[src/logic/spi_cfg_defines.vh]
// constants shared by the serial port configuration block
`ifndef SPI_CFG_DEFINES_VH
`define SPI_CFG_DEFINES_VH
// register byte offsets
`define OFS_CTRL 5'h00
`define OFS_TXDATA 5'h04
`define OFS_RXDATA 5'h08
`define OFS_STATUS 5'h0C
`define OFS_CLKDIV 5'h10
// control register bit positions
`define B_SAMPLE_PHASE 9
`define B_CKE 8
`define B_SEL_EN 7
`define B_IDLE_POL 6
`define B_MST 5
// implemented control bits, 15..13 read as zero
`define CTRL_MASK 16'h1FFF
`define CTRL_RESET 16'h0000
// clock divider, half period is value plus one system clocks
`define CLKDIV_RESET 8'h03
// synchroniser reset levels {select, data, clock}: select idle high, clock idle low
`define SYNC_IDLE_BITS 3'h6
// status bit positions
`define S_BUSY 0
`define S_FULL 1
`define S_EMPTY 2
`define S_RXFULL 3
`define S_OVR 4
// transfer geometry, eight bits gives sixteen clock edges
`define STEP_LAST 5'h10
`define STEP_LASTTRAIL 5'h0F
`define STEP_ZERO 5'h00
`define BIT_LAST 3'h7
`define BIT_ZERO 3'h0
`define BYTE_ZERO 8'h00
`define WORD_ZERO 32'h00000000
`endif

[src/logic/spi_clock_phase_mode_config.v]
// serial port with clock polarity, edge and sample phase configuration
//
// Implementation choices: the placing of the registers and the Avalon-MM register port.
`timescale 1ns/1ps
`include "spi_cfg_defines.vh"

// small flop fifo, valid/ready on both sides
module fifo_buf #(
   parameter W = 8,
   parameter D = 4,
   parameter AW = 2
) (
   input wire clk,
   input wire rst_n,
   input wire in_valid,
   output wire in_ready,
   input wire [W-1:0] in_data,
   output wire out_valid,
   input wire out_ready,
   output wire [W-1:0] out_data
);
   reg [W-1:0] mem [0:D-1]; // storage entries
   reg [AW-1:0] wp_reg; // write index
   reg [AW-1:0] rp_reg; // read index
   reg [AW:0] cnt_reg; // fill level
   wire push = in_valid && in_ready;
   wire pop = out_valid && out_ready;
   assign in_ready = (cnt_reg != D[AW:0]);
   assign out_valid = (cnt_reg != {(AW+1){1'b0}});
   assign out_data = mem[rp_reg];

   // pointers and level; push and pop may share a cycle
   always @(posedge clk or negedge rst_n) begin
      if (!rst_n) begin
         wp_reg <= {AW{1'b0}};
         rp_reg <= {AW{1'b0}};
         cnt_reg <= {(AW+1){1'b0}};
      end else begin
         if (push) wp_reg <= wp_reg + 1'b1;
         if (pop) rp_reg <= rp_reg + 1'b1;
         if (push && !pop) cnt_reg <= cnt_reg + 1'b1;
         else if (pop && !push) cnt_reg <= cnt_reg - 1'b1;
      end
   end

   // data entries are not reset, only read while valid
   always @(posedge clk) begin
      if (push) mem[wp_reg] <= in_data;
   end
endmodule

// top: avalon slave, tx fifo, master and slave shifter
module spi_clock_phase_mode_config (
   input wire clk,
   input wire rst_n,
   input wire [4:0] address,
   input wire read,
   input wire write,
   input wire [31:0] writedata,
   output reg [31:0] readdata,
   output reg waitrequest,
   output reg sck_out,
   output reg sck_oe,
   input wire sck_in,
   output reg sdo_out,
   output reg sdo_oe,
   input wire sdi_in,
   input wire slave_select_pin_n,
   output reg slave_select_pin_owned
);
   reg [15:0] ctrl_reg; // control word
   reg [7:0] div_reg; // half period minus one
   reg [2:0] sync1_reg; // first sync stage, read only by stage two
   reg [2:0] sync2_reg; // synchronised pins
   reg sck_prev_reg; // last synced clock level
   reg busy_reg; // master transfer running
   reg [4:0] step_reg; // master half period index
   reg [7:0] dcnt_reg; // divider count
   reg [7:0] tx_sh_reg; // outgoing bits
   reg [7:0] rx_sh_reg; // incoming bits
   reg [2:0] bit_reg; // slave sample count
   reg loaded_reg; // slave shifter holds a byte
   reg [7:0] rx_data_reg; // last received byte
   reg rx_full_reg; // unread byte present
   reg ovr_reg; // byte arrived while full
   wire [2:0] pins_raw = {slave_select_pin_n, sdi_in, sck_in};
   wire sck_s = sync2_reg[0];
   wire sdi_s = sync2_reg[1];
   wire ss_n_s = sync2_reg[2];
   wire sample_late = ctrl_reg[`B_SAMPLE_PHASE]; // input sample phase
   wire cke = ctrl_reg[`B_CKE];
   wire sel_en = ctrl_reg[`B_SEL_EN]; // slave select enable
   wire cpol = ctrl_reg[`B_IDLE_POL]; // clock idle polarity
   wire mst = ctrl_reg[`B_MST];
   wire fifo_in_ready;
   wire fifo_out_valid;
   wire [7:0] fifo_out_data;

   // reset to the idle pin levels so no false clock edge follows reset
   localparam [2:0] SYNC_IDLE = `SYNC_IDLE_BITS;

   // two flop synchronisers, one per pin
   genvar gi;
   generate
      for (gi = 0; gi < 3; gi = gi + 1) begin : g_sync
         always @(posedge clk or negedge rst_n) begin
            if (!rst_n) begin
               sync1_reg[gi] <= SYNC_IDLE[gi];
               sync2_reg[gi] <= SYNC_IDLE[gi];
            end else begin
               sync1_reg[gi] <= pins_raw[gi];
               sync2_reg[gi] <= sync1_reg[gi];
            end
         end
      end
   endgenerate

   // bus decode
   wire req = read || write;
   wire is_tx = (address == `OFS_TXDATA);
   wire is_rx = (address == `OFS_RXDATA);
   // tx write stalls while the fifo is full, that is the back-pressure
   wire wr_ok = !(write && is_tx && !fifo_in_ready);
   wire take = waitrequest && req && wr_ok;
   wire tx_push = take && write && is_tx;
   wire rx_read = take && read && is_rx;

   // master timing; edge index even is idle-to-active, odd is back to idle
   wire tick = busy_reg && (dcnt_reg == div_reg);
   wire at_end = (step_reg == `STEP_LAST);
   wire m_lead = tick && !step_reg[0] && !at_end;
   wire m_trail = tick && step_reg[0];

   // slave edges relative to the idle level
   wire s_lead = (sck_prev_reg == cpol) && (sck_s != cpol);
   wire s_trail = (sck_prev_reg != cpol) && (sck_s == cpol);
   wire slave_sel = sel_en ? !ss_n_s : 1'b1;
   wire s_act = !mst && slave_sel && loaded_reg;

   // output change edge
   wire m_chg = cke ? (m_trail && step_reg != `STEP_LASTTRAIL) : m_lead;
   // slave with edge bit set: the trailing edge after the eighth sample ends
   // the byte, it must not shift the freshly loaded next byte
   wire s_chg = cke ? (s_trail && bit_reg != `BIT_ZERO) : s_lead;
   wire do_chg = mst ? m_chg : (s_act && s_chg);
   // input sample point; slave always samples mid bit
   wire m_end = cke ? m_trail : ((m_lead && step_reg != `STEP_ZERO) || (tick && at_end));
   wire m_mid = cke ? m_lead : m_trail;
   wire m_sample = sample_late ? m_end : m_mid;
   wire do_sample = mst ? m_sample : (s_act && (cke ? s_lead : s_trail));
   wire done = mst ? (tick && at_end) : (do_sample && bit_reg == `BIT_LAST);
   wire [7:0] rx_word = do_sample ? {rx_sh_reg[6:0], sdi_s} : rx_sh_reg;

   // shifter loads: master on start, slave whenever empty
   wire m_start = mst && !busy_reg && fifo_out_valid;
   wire s_load = !mst && !loaded_reg;
   wire pop = m_start || (s_load && fifo_out_valid);
   // an empty fifo lets the slave answer with zeros
   wire [7:0] load_data = fifo_out_valid ? fifo_out_data : `BYTE_ZERO;
   wire load = m_start || s_load;

   fifo_buf #(.W(8), .D(4), .AW(2)) u_txq (
      .clk(clk),
      .rst_n(rst_n),
      .in_valid(tx_push),
      .in_ready(fifo_in_ready),
      .in_data(writedata[7:0]),
      .out_valid(fifo_out_valid),
      .out_ready(pop),
      .out_data(fifo_out_data)
   );

   // bus slave: one wait cycle, answer on the next edge
   always @(posedge clk or negedge rst_n) begin
      if (!rst_n) begin
         waitrequest <= 1'b1;
         readdata <= `WORD_ZERO;
         ctrl_reg <= `CTRL_RESET;
         div_reg <= `CLKDIV_RESET;
      end else if (!waitrequest) begin
         waitrequest <= 1'b1; // release after the answer edge
      end else if (take) begin
         waitrequest <= 1'b0;
         readdata <= `WORD_ZERO;
         if (write) begin
            if (address == `OFS_CTRL) ctrl_reg <= writedata[15:0] & `CTRL_MASK;
            if (address == `OFS_CLKDIV) div_reg <= writedata[7:0];
         end else begin
            case (address)
               `OFS_CTRL: readdata <= {16'h0000, ctrl_reg};
               `OFS_RXDATA: readdata <= {24'h000000, rx_data_reg};
               `OFS_CLKDIV: readdata <= {24'h000000, div_reg};
               `OFS_STATUS: begin
                  readdata[`S_BUSY] <= busy_reg || (bit_reg != `BIT_ZERO);
                  readdata[`S_FULL] <= !fifo_in_ready;
                  readdata[`S_EMPTY] <= !fifo_out_valid;
                  readdata[`S_RXFULL] <= rx_full_reg;
                  readdata[`S_OVR] <= ovr_reg;
               end
               default: readdata <= `WORD_ZERO; // unmapped reads zero
            endcase
         end
      end
   end

   // master sequencer
   always @(posedge clk or negedge rst_n) begin
      if (!rst_n) begin
         busy_reg <= 1'b0;
         step_reg <= `STEP_ZERO;
         dcnt_reg <= `BYTE_ZERO;
      end else if (m_start) begin
         busy_reg <= 1'b1;
         step_reg <= `STEP_ZERO;
         dcnt_reg <= `BYTE_ZERO;
      end else if (busy_reg) begin
         if (tick) begin
            dcnt_reg <= `BYTE_ZERO;
            if (at_end) busy_reg <= 1'b0;
            else step_reg <= step_reg + 1'b1;
         end else begin
            dcnt_reg <= dcnt_reg + 1'b1;
         end
      end
   end

   // pin drivers
   always @(posedge clk or negedge rst_n) begin
      if (!rst_n) begin
         sck_out <= 1'b0;
         sck_oe <= 1'b0;
         sdo_oe <= 1'b0;
         slave_select_pin_owned <= 1'b0;
         sck_prev_reg <= 1'b0; // matches the synced clock reset level
      end else begin
         sck_prev_reg <= sck_s;
         sck_oe <= mst;
         // slave drives data while selected, or always with select disabled
         sdo_oe <= mst || slave_sel;
         slave_select_pin_owned <= !mst && sel_en;
         if (!busy_reg) sck_out <= cpol;
         else if (tick && !at_end) sck_out <= ~sck_out;
      end
   end

   // shared shifter for both roles
   always @(posedge clk or negedge rst_n) begin
      if (!rst_n) begin
         tx_sh_reg <= `BYTE_ZERO;
         rx_sh_reg <= `BYTE_ZERO;
         sdo_out <= 1'b0;
         bit_reg <= `BIT_ZERO;
         loaded_reg <= 1'b0;
      end else if (load) begin
         loaded_reg <= !mst;
         bit_reg <= `BIT_ZERO;
         // with edge bit set the first bit must lead the first edge
         if (cke) begin
            sdo_out <= load_data[7];
            tx_sh_reg <= {load_data[6:0], 1'b0};
         end else begin
            tx_sh_reg <= load_data;
         end
      end else if (!mst && sel_en && ss_n_s && bit_reg != `BIT_ZERO) begin
         // deselect mid byte drops the partial byte; an idle deselect keeps
         // the loaded byte, else the fifo would drain while unselected
         bit_reg <= `BIT_ZERO;
         loaded_reg <= 1'b0;
      end else begin
         if (do_chg) begin
            sdo_out <= tx_sh_reg[7];
            tx_sh_reg <= {tx_sh_reg[6:0], 1'b0};
         end
         if (do_sample) begin
            rx_sh_reg <= rx_word;
            bit_reg <= bit_reg + 1'b1;
         end
         if (done && !mst) loaded_reg <= 1'b0;
      end
   end

   // receive holding register; a new byte wins over the read clear
   always @(posedge clk or negedge rst_n) begin
      if (!rst_n) begin
         rx_data_reg <= `BYTE_ZERO;
         rx_full_reg <= 1'b0;
         ovr_reg <= 1'b0;
      end else if (done) begin
         rx_data_reg <= rx_word;
         rx_full_reg <= 1'b1;
         if (rx_full_reg && !rx_read) ovr_reg <= 1'b1;
      end else if (rx_read) begin
         rx_full_reg <= 1'b0;
         ovr_reg <= 1'b0;
      end
   end
endmodule

[config.mk]
export PLATFORM = sky130hd
export DESIGN_NAME = spi_clock_phase_mode_config
export DESIGN_NICKNAME = d
export VERILOG_FILES = /design/src/logic/spi_clock_phase_mode_config.v
export VERILOG_INCLUDE_DIRS = /design/src /design/src/logic
export SDC_FILE = /design/constraint.sdc
export NUM_CORES = 1
export LEC_CHECK = 0
export BUFFER_PORTS_ARGS = -buffer_cell sky130_fd_sc_hd__buf_2
export CAP_MARGIN = 40
export CORE_MARGIN = 5
export CORE_UTILIZATION = 62
export CTS_CLUSTER_DIAMETER = 40
export DETAILED_ROUTE_END_ITERATION = 10
export GPL_ROUTABILITY_DRIVEN = 0
export PLACE_DENSITY_LB_ADDON = 0.1
export SYNTH_ARGS = -nofsm -noshare
export SYNTH_HDL_FRONTEND = slang
export SYNTH_HIERARCHICAL = 1
export SYNTH_SLANG_ARGS = --single-unit
[constraint.sdc]
create_clock -name clk -period 5.08 [get_ports clk]
set_input_delay 0 -clock clk [delete_from_list [all_inputs] [get_ports clk]]
set_output_delay 0 -clock clk [all_outputs]
set_load 0.03 [all_outputs]
==> flow_summary.ini, run 1 <==
[die]
core-area_um2 = 9774
die_area_um2 = 12150
die_w_um = 110.2
die_h_um = 110.2
initial_utilization_pct = 63.70
io_pins = 82
rows = 36

[timing]
max_freq_mhz = 342.7
hold_slack_ns = 0.1159
setup_viol_count_final = 0
final.setup.tns_ns = 0
finalHoldViolCount = 0
slew_headroom_pct = 39.38
rsz0062_at_grt = false
setup_slack_ns = 2.162
fin_skew_ns = 0.007021
min_period_ns = 2.918
maxSlewViolCount = 0
fin_crit_sh_pct = 57.44
worst_slew_pin_slew_ns = 0.9093

[finish]
drive_gt1_share_pct = 23.82
utilization_pct = 74.94
antenna_cells = 0
final_nets = 615
largest_reg_flops = 32
area_growth_pct = 17.64

[worst_setup_path]
startpoint_type = flip-flop
reg2reg_slack_ns = 2.16
cp.required_ns = 5.53
crit_fanout = 7
arrival_ns = 3.37
critical_path_class = flip-flop to flip-flop
end_kind = flip-flop
worstReg2RegEnd = u_txq/cnt_reg[2]$_DFFE_PN0P_
r2r-start = u_txq/cnt_reg[0]$_DFFE_PN0P_
rr_worst_depth = 13

[clock_network]
cts_setup_buffers = 0
clock_sinks = 130
clkTransAtPathRegs_ns = 0.06
htreeDepth = 4
clk_latency_ns = 0.52
cts_root_buffer = clkbuf_8
clk_path_buf_depth = 2
cts_tree = built
cts_buffers = 17

[logic_synthesis]
synthCells = 490
yosys-top-cells-count = dfrtp_1, edfxtp_1, mux2i_1
netlist.area_leader.share_pct = 36.58
yosys_register_bits = 130
synthArstFlopShare_pct = 75.38
yosysTopAreaCell = dfrtp_1
yosys-top-cells-area = dfrtp_1, edfxtp_1, mux2i_1
ys.flop_type = dfrtp_1
yosysWarnings = 6
synth.most_common_cell = dfrtp_1
ys_seq_area_share_pct = 54.96
synth_edf_count = 32
synth.avg_cell_area_um2 = 12.71
synth_cell_types = 73
synth_area_um2 = 6226

[placement]
numPortBuffers = 43
dpl.hpwl_um = 8924
post-place-ws_ns = 2.154

[grt]
grt.overflow.total = 0
grt_pass1_wl_um = 21470
grt_pass1_vias = 4195
antenna_found_initial = 0
track_usage_pct = 23.95
grt_max_degree = 64

[pwr]
finalPower_mw = 3.660
cellPowerDensity_nw_per_um2 = 499.7
power_frac_seq_pct = 40.0
comb_power_share_pct = 26.1
p_sw_share_pct = 31.82
ir_drop_mv = 0.3386
p_leak_nw = 3.289
clock_power_share_pct = 33.8
power_switching_mw = 1.165
intPower_mw = 2.496

[detailed_routing]
wl_um = 13290
dr.pass1.iters = 7
antenna_left = 0
drc = 0
vias = 4191
via_per_inst = 5.953
wire_per_inst_um = 18.88
drtIter0Drc = 269

[worst_hold_path]
hold_path_end = readdata[4]$_DFFE_PN0P_
holdPathStages = 4
min_path_type = input pin to flip-flop
worstHoldStart = address[0]

[status]
status = completed

[run]
cap_violations = 0
worst max path at each step:
stage,from,endpoint,slack [ns],cells past startpoint
finish,u_txq/cnt_reg[0]$_DFFE_PN0P_,u_txq/cnt_reg[2]$_DFFE_PN0P_,2.16,13
global route,u_txq/cnt_reg[0]$_DFFE_PN0P_,u_txq/cnt_reg[2]$_DFFE_PN0P_,1.99,13
CTS,u_txq/cnt_reg[0]$_DFFE_PN0P_,u_txq/cnt_reg[2]$_DFFE_PN0P_,2.17,13
detailed placement,u_txq/cnt_reg[0]$_DFFE_PN0P_,u_txq/cnt_reg[2]$_DFFE_PN0P_,2.15,13
global placement,u_txq/cnt_reg[0]$_DFFE_PN0P_,u_txq/cnt_reg[1]$_DFFE_PN0P_,1.94,11
floorplan,u_txq/cnt_reg[0]$_DFFE_PN0P_,u_txq/cnt_reg[1]$_DFFE_PN0P_,2.30,12
final cells by class:
| class | count | area, um^2 |
|---|---|---|
| multi-input cells | 315 | 2552 |
| fillers | 630 | 2450 |
| inverters | 24 | 90.09 |
| clock buffers | 24 | 481.7 |
| flip-flops and latches | 130 | 3422 |
| well taps | 133 | 166.4 |
| repair buffers | 70 | 485.5 |
| clock inverters | 8 | 126.4 |
placed cells by master (no fill, tap or decap), types with 6 or more instances in the layout:
| cell type | synthesis | routed |
|---|---|---|
| mux2i_1 | 31 | 31 |
| nand3_1 | 7 | 7 |
| edfxtp_1 | 32 | 32 |
| ha_1 | 12 | 12 |
| clkbuf_16 | 0 | 17 |
| nand4_1 | 8 | 8 |
| buf_2 | 2 | 42 |
| nor2_1 | 9 | 9 |
| inv_1 | 24 | 24 |
| o22a_1 | 6 | 6 |
| o21ai_0 | 8 | 8 |
| mux2_2 | 26 | 26 |
| a221oi_1 | 6 | 6 |
| a22o_1 | 16 | 16 |
| nand2b_1 | 7 | 7 |
| dfstp_2 | 7 | 7 |
| buf_4 | 21 | 6 |
| xor2_1 | 12 | 12 |
| o211ai_1 | 7 | 7 |
| a21oi_1 | 8 | 8 |
| nor3_1 | 9 | 9 |
| nand2_1 | 29 | 29 |
| dlygate4sd3_1 | 0 | 21 |
| o22ai_1 | 6 | 6 |
| mux4_2 | 8 | 8 |
| dfrtp_1 | 91 | 91 |
| xnor2_1 | 6 | 6 |
| conb_1 | 1 | 19 |
timing repair:
action	CTS	global route
resized for setup	0	0
hold buffers	22	0
endpoints found under the hold margin	105	0
endpoints found under the setup margin	0	0
critical path, stage by stage, from the launching register on:
cell and delay (ns):
dfrtp_1 0.44, nor2_2 0.09, nand2_1 0.11, nor4bb_1 0.06, a21boi_0 0.26, o21ai_1 0.24
nor2_1 0.12, a21boi_2 0.36, ha_1 0.27, inv_1 0.06, fa_1 0.37, xor2_1 0.16
nor2_1 0.13, xor2_1 0.16
power groups by stage:
stage	clock (mW)	sequential (mW)	combinational [mW]
6_report	1.24	1.46	0.957
3_5_place_dp	0	1.48	0.934
3_3_place_gp	0	1.47	0.893
4_1_cts	1.25	1.46	0.956
2_1_floorplan	0	1.41	0.777
5_1_grt	1.30	1.50	1.07
metal layers:
layer	track usage, %	up-vias	share of wire [%]
met5	0	-	0
met4	12.49	0	3.3
met3	5.766	38	5.4
met2	36.92	145	47
met1	31.73	2089	44
li1	-	1919	-
logic make-up after synthesis:
group	after synthesis	share of synthesized area, %
compound gates	85	10.27
xor+xnor	18	2.532
buf+inv	63	5.125
simple gates	114	11.50
other cells	1	0.06023
flops	130	54.96
mux	66	12.82
fa+ha+maj	13	2.733
stage by stage:
stage	instance area, um^2	instances
after global routing	7325	704
after CTS	7325	704
final	7325	704
after detailed placement	6486	650
after floorplan	6294	508
after global placement	6479	649
Power figures use the tool's default switching activity.
==> run 2: changes to the inputs <==
Settings changed: CORE_UTILIZATION 62 to 52.
Clock period 5.08 ns to 2.58 ns, I/O delays scaled along.
==> flow_summary.ini, run 2 (same netlist as run 1, synthesis figures left out) <==
[status]
status = completed

[timing]
slew_headroom_pct = 39.94
min_period_ns = 2.413
maxSlewViolCount = 0
max_freq_mhz = 414.4
fin_crit_sh_pct = 93.54
rsz0062_at_grt = false
worst_slew_pin_slew_ns = 0.9009
setup_viol_count_final = 0
finalHoldViolCount = 0
fin_skew_ns = 0.01114
final.setup.tns_ns = 0

[worst_setup_path]
cp.required_ns = 2.88
rr_worst_depth = 11
r2r-start = u_txq/cnt_reg[1]$_DFFE_PN0P_
crit_fanout = 4
critical_path_class = flip-flop to flip-flop
arrival_ns = 2.72
startpoint_type = flip-flop
reg2reg_slack_ns = 0.17
worstReg2RegEnd = u_txq/cnt_reg[1]$_DFFE_PN0P_
end_kind = flip-flop

[grt]
track_usage_pct = 19.79
grt_pass1_wl_um = 21940
grt_max_degree = 55
grt.overflow.total = 0
antenna_found_initial = 0
grt_pass1_vias = 4179

[clock_network]
clk_path_buf_depth = 2
clk_latency_ns = 0.42
clkTransAtPathRegs_ns = 0.06
cts_root_buffer = clkbuf_16
cts_tree = built
cts_buffers = 17
clock_sinks = 130
htreeDepth = 4

[run]
cap_violations = 0

[detailed_routing]
wire_per_inst_um = 18.06
drc = 0
drtIter0Drc = 265
wl_um = 13250
dr.pass1.iters = 4
via_per_inst = 5.617
antenna_left = 0
vias = 4123

[die]
die_w_um = 119.4
die_area_um2 = 14260
core-area_um2 = 11860
initial_utilization_pct = 52.49
die_h_um = 119.4
io_pins = 82
rows = 40

[worst_hold_path]
min_path_type = input pin to async pin

[placement]
numPortBuffers = 43
dpl.hpwl_um = 9228

[pwr]
p_leak_nw = 3.366
ir_drop_mv = 0.5866
finalPower_mw = 7.324
cellPowerDensity_nw_per_um2 = 981.9

[finish]
drive_gt1_share_pct = 27.43
antenna_cells = 0
final_nets = 631
final_common_cell = dfrtp_1
area_growth_pct = 19.82
final_cell_mix = dfrtp_1, buf_2, edfxtp_1
largest_reg_flops = 32
-- run 2: final cells by class --
cell class                      instances  area (um^2)
Fill cell                             917         4402
Sequential cell                       130         3425
Multi-Input combinational cell        315         2564
Timing Repair Buffer                   86        600.6
Clock buffer                           18        429.2
Tap cell                              147        183.9
Clock inverter                         14        167.7
Inverter                               24        90.09
-- run 2: critical path, cell delays in order (launching register included) --
cell and delay (ns):
dfrtp_2 0.44, nor2_4 0.13, nand2_1 0.09, nor4bb_1 0.29, a21boi_1 0.14, o21ai_2 0.09
nor2_1 0.05, a21boi_2 0.16, ha_2 0.19, inv_1 0.06, fa_1 0.40, mux2_2 0.26
-- run 2: worst max path at each step --
| stage | slack (ns) | to | from | depth (start not counted) |
|---|---|---|---|---|
| 6_report | 0.17 | u_txq/cnt_reg[1]$_DFFE_PN0P_ | u_txq/cnt_reg[1]$_DFFE_PN0P_ | 11 |
| 5_1_grt | 0.02 | u_txq/cnt_reg[1]$_DFFE_PN0P_ | u_txq/cnt_reg[1]$_DFFE_PN0P_ | 11 |
| 4_1_cts | 0.07 | u_txq/cnt_reg[1]$_DFFE_PN0P_ | u_txq/cnt_reg[1]$_DFFE_PN0P_ | 11 |
| 3_5_place_dp | 0.08 | u_txq/cnt_reg[1]$_DFFE_PN0P_ | u_txq/cnt_reg[1]$_DFFE_PN0P_ | 11 |
| 3_3_place_gp | 0.21 | u_txq/cnt_reg[1]$_DFFE_PN0P_ | u_txq/cnt_reg[1]$_DFFE_PN0P_ | 11 |
| 2_1_floorplan | -0.005 | u_txq/cnt_reg[2]$_DFFE_PN0P_ | waitrequest$_DFF_PN1_ | 11 |
-- run 2: repair_timing --
action	CTS	global route
endpoints found under the hold margin	110	0
gates resized for setup	0	4
hold buffers	19	0
buffers inserted	0	4
endpoints found under the setup margin	0	2
-- run 2: per-stage QoR --
step	utilization, %	cells	setup WS [ns]	hold WS [ns]	cell area, um^2
finish	62.89	734	0.1666	0.1731	7460
global route	62.89	734	0.01725	0.2101	7460
CTS	62.55	730	0.07167	0.1767	7420
detailed placement	55.92	679	0.08217	0.09956	6633
global placement	55.92	679	0.2149	0.09498	6633
floorplan	-	508	-0.005472	-0.2956	6301
-- run 2: report_power, final --
part / leakage (nW) / internal [mW] / total [mW] / switching, mW
logic: 1.55 / 0.955 / 2.08 / 1.13
registers: 1.53 / 2.49 / 2.82 / 0.332
clock network: 0.287 / 1.46 / 2.42 / 0.963
total: 3.37 / 4.90 / 7.32 / 2.42
-- run 2: routing by layer --
metal / wire length, um / vias up / global-route usage [%] / part of all wire [%]
met3: 623 / 14 / 4.843 / 4.7
met5: 0 / - / 0 / 0
met1: 6141 / 2053 / 26.90 / 46
li1: - / 1960 / - / -
met2: 6327 / 96 / 31.05 / 48
met4: 161 / 0 / 7.158 / 1.2
==> run 3: changes to the inputs <==
Settings changed: CORE_ASPECT_RATIO set to 0.9.
==> flow_summary.ini, run 3 (same netlist as run 1, synthesis figures left out) <==
[status]
status = completed

[finish]
multiInputGateArea_um2 = 2564
final_nets = 624
final_cell_mix = dfrtp_1, buf_2, edfxtp_1
utilization_pct = 62.79
antenna_cells = 0
drive_gt1_share_pct = 26.03
largest_reg_flops = 32
final_common_cell = dfrtp_1
finalInstanceArea_um2 = 7463
stdcell_count = 740
area_growth_pct = 19.88
nFillCells = 959
regArea_um2 = 3425

[die]
rows = 38
die_w_um = 125.3
io_pins = 82
die_h_um = 113.8
core-area_um2 = 11890
initial_utilization_pct = 52.38
die_area_um2 = 14260

[detailed_routing]
via_per_inst = 5.574
drc = 0
vias = 4125
wire_per_inst_um = 17.98
antenna_left = 0
dr.pass1.iters = 5
drtIter0Drc = 397
wl_um = 13310

[worst_setup_path]
crit_buf_inv = 1
startpoint_type = flip-flop
cpLargestDelayFamily = adder cells
end_kind = flip-flop
cp_slowest_cell = dfrtp_2
cp.required_ns = 2.88
path_cells = nor2_4 > nand2_1 > nor4bb_1 > a21boi_1 > o21ai_2 > nor2_1 > a21boi_2 > ha_2 > inv_1 > fa_1 > mux2_2
max_stage_delay_ns = 0.45
crit_fanout = 4
critical_path_class = flip-flop to flip-flop
startpoint = u_txq/cnt_reg[1]$_DFFE_PN0P_
r2r-start = u_txq/cnt_reg[1]$_DFFE_PN0P_
arrival_ns = 2.79

[grt]
grt_max_degree = 51
grt.overflow.total = 0
grt_pass1_wl_um = 22240
grt_pass1_vias = 4288
track_usage_pct = 19.87
antenna_found_initial = 0

[clock_network]
cts_tree = built
cts_buffers = 17
clkTransAtPathRegs_ns = 0.06
clock_sinks = 130
htreeDepth = 4
clk_path_buf_depth = 2
cts_root_buffer = clkbuf_16
clk_latency_ns = 0.42

[timing]
final.setup.tns_ns = 0
min_period_ns = 2.486
fin_crit_sh_pct = 96.37
worst_slew_pin_slew_ns = 0.9114
slew_headroom_pct = 39.24
setup_viol_count_final = 0
maxSlewViolCount = 0
finalHoldViolCount = 0
fin_skew_ns = 0.01047
max_freq_mhz = 402.2

[pwr]
finalPower_mw = 7.453
ir_drop_mv = 0.5176
cellPowerDensity_nw_per_um2 = 998.6
p_leak_nw = 3.357

[placement]
dp.cells = 690
placed_area_um2 = 6634
numPortBuffers = 43
dpl.hpwl_um = 9361

[worst_hold_path]
min_path_type = input pin to flip-flop
worstHoldStart = write

[run]
cap_violations = 0
==> run 3: cell types whose count changed in the layout (fill, tap and decap cells not counted), moves of 2 or more <==
cell and change:
buf_4 -6, inv_6 -6, clkbuf_1 +4, bufinv_16 +3, clkinvlp_4 -2, inv_8 -2
==> run 3: cell type report <==
class	count	area share, %
Clock buffer	23	6.136
Clock inverter	9	2.431
Inverter	24	1.207
Multi-Input combinational cell	315	34.35
Sequential cell	130	45.88
Tap cell	160	2.682
Timing Repair Buffer	79	7.309
==> run 3: final timing paths <==
kind / slack (ns) / to / depth (start not counted)
max in group asynchronous: 1.66 / sync1_reg[1]$_DFF_PN1_ / 3
hold / removal: 0.02 / waitrequest$_DFF_PN1_ / 3
setup reg to reg: 0.09 / u_txq/cnt_reg[1]$_DFFE_PN0P_ / 11
min in group asynchronous: 0.16 / tx_sh_reg[4]$_DFFE_PN0P_ / 2
setup / recovery: 0.09 / u_txq/cnt_reg[1]$_DFFE_PN0P_ / 11
hold reg to reg: 0.36 / ss_n_s$_DFF_PN1_ / 0
==> run 3: stage by stage <==
step / hold WS (ns) / setup slack [ns]
3_3_place_gp: 0.06357 / 0.2154
5_1_grt: 0.03785 / -0.007128
6_report: 0.02369 / 0.09359
4_1_cts: 0.004421 / 0.07544
2_1_floorplan: -0.2956 / -0.005472
3_5_place_dp: 0.07165 / 0.08175
==> run 3: timing repair <==
| item | 4_1_cts | 5_1_grt |
|---|---|---|
| resized for setup | 0 | 4 |
| endpoints found under the setup margin | 0 | 2 |
| endpoints found under the hold margin | 104 | 0 |
| setup buffers | 0 | 0 |
| hold buffers | 18 | 0 |
==> run 3: where the power goes <==
part           total, mW  internal (mW)  switching (mW)
combinational       2.00          0.911            1.09
sequential          2.85           2.49           0.363
clock               2.60           1.74           0.858
total               7.45           5.14            2.31
==> run 3: tightest hold or removal path, delay by kind of cell <==
kind | cells | cell delay (ns)
AO/OA/AOI/OAI | 1 | 0.07
buffers and inverters | 2 | 0.34
==> run 3: layer usage <==
| metal | share of wire, % | GRT usage, % | up-vias |
|---|---|---|---|
| met3 | 4.3 | 5.337 | 7 |
| met4 | 0.77 | 5.853 | 0 |
| li1 | - | - | 1945 |
| met1 | 47 | 27.43 | 2067 |
| met2 | 48 | 31.21 | 106 |
| met5 | 0 | 0 | - |
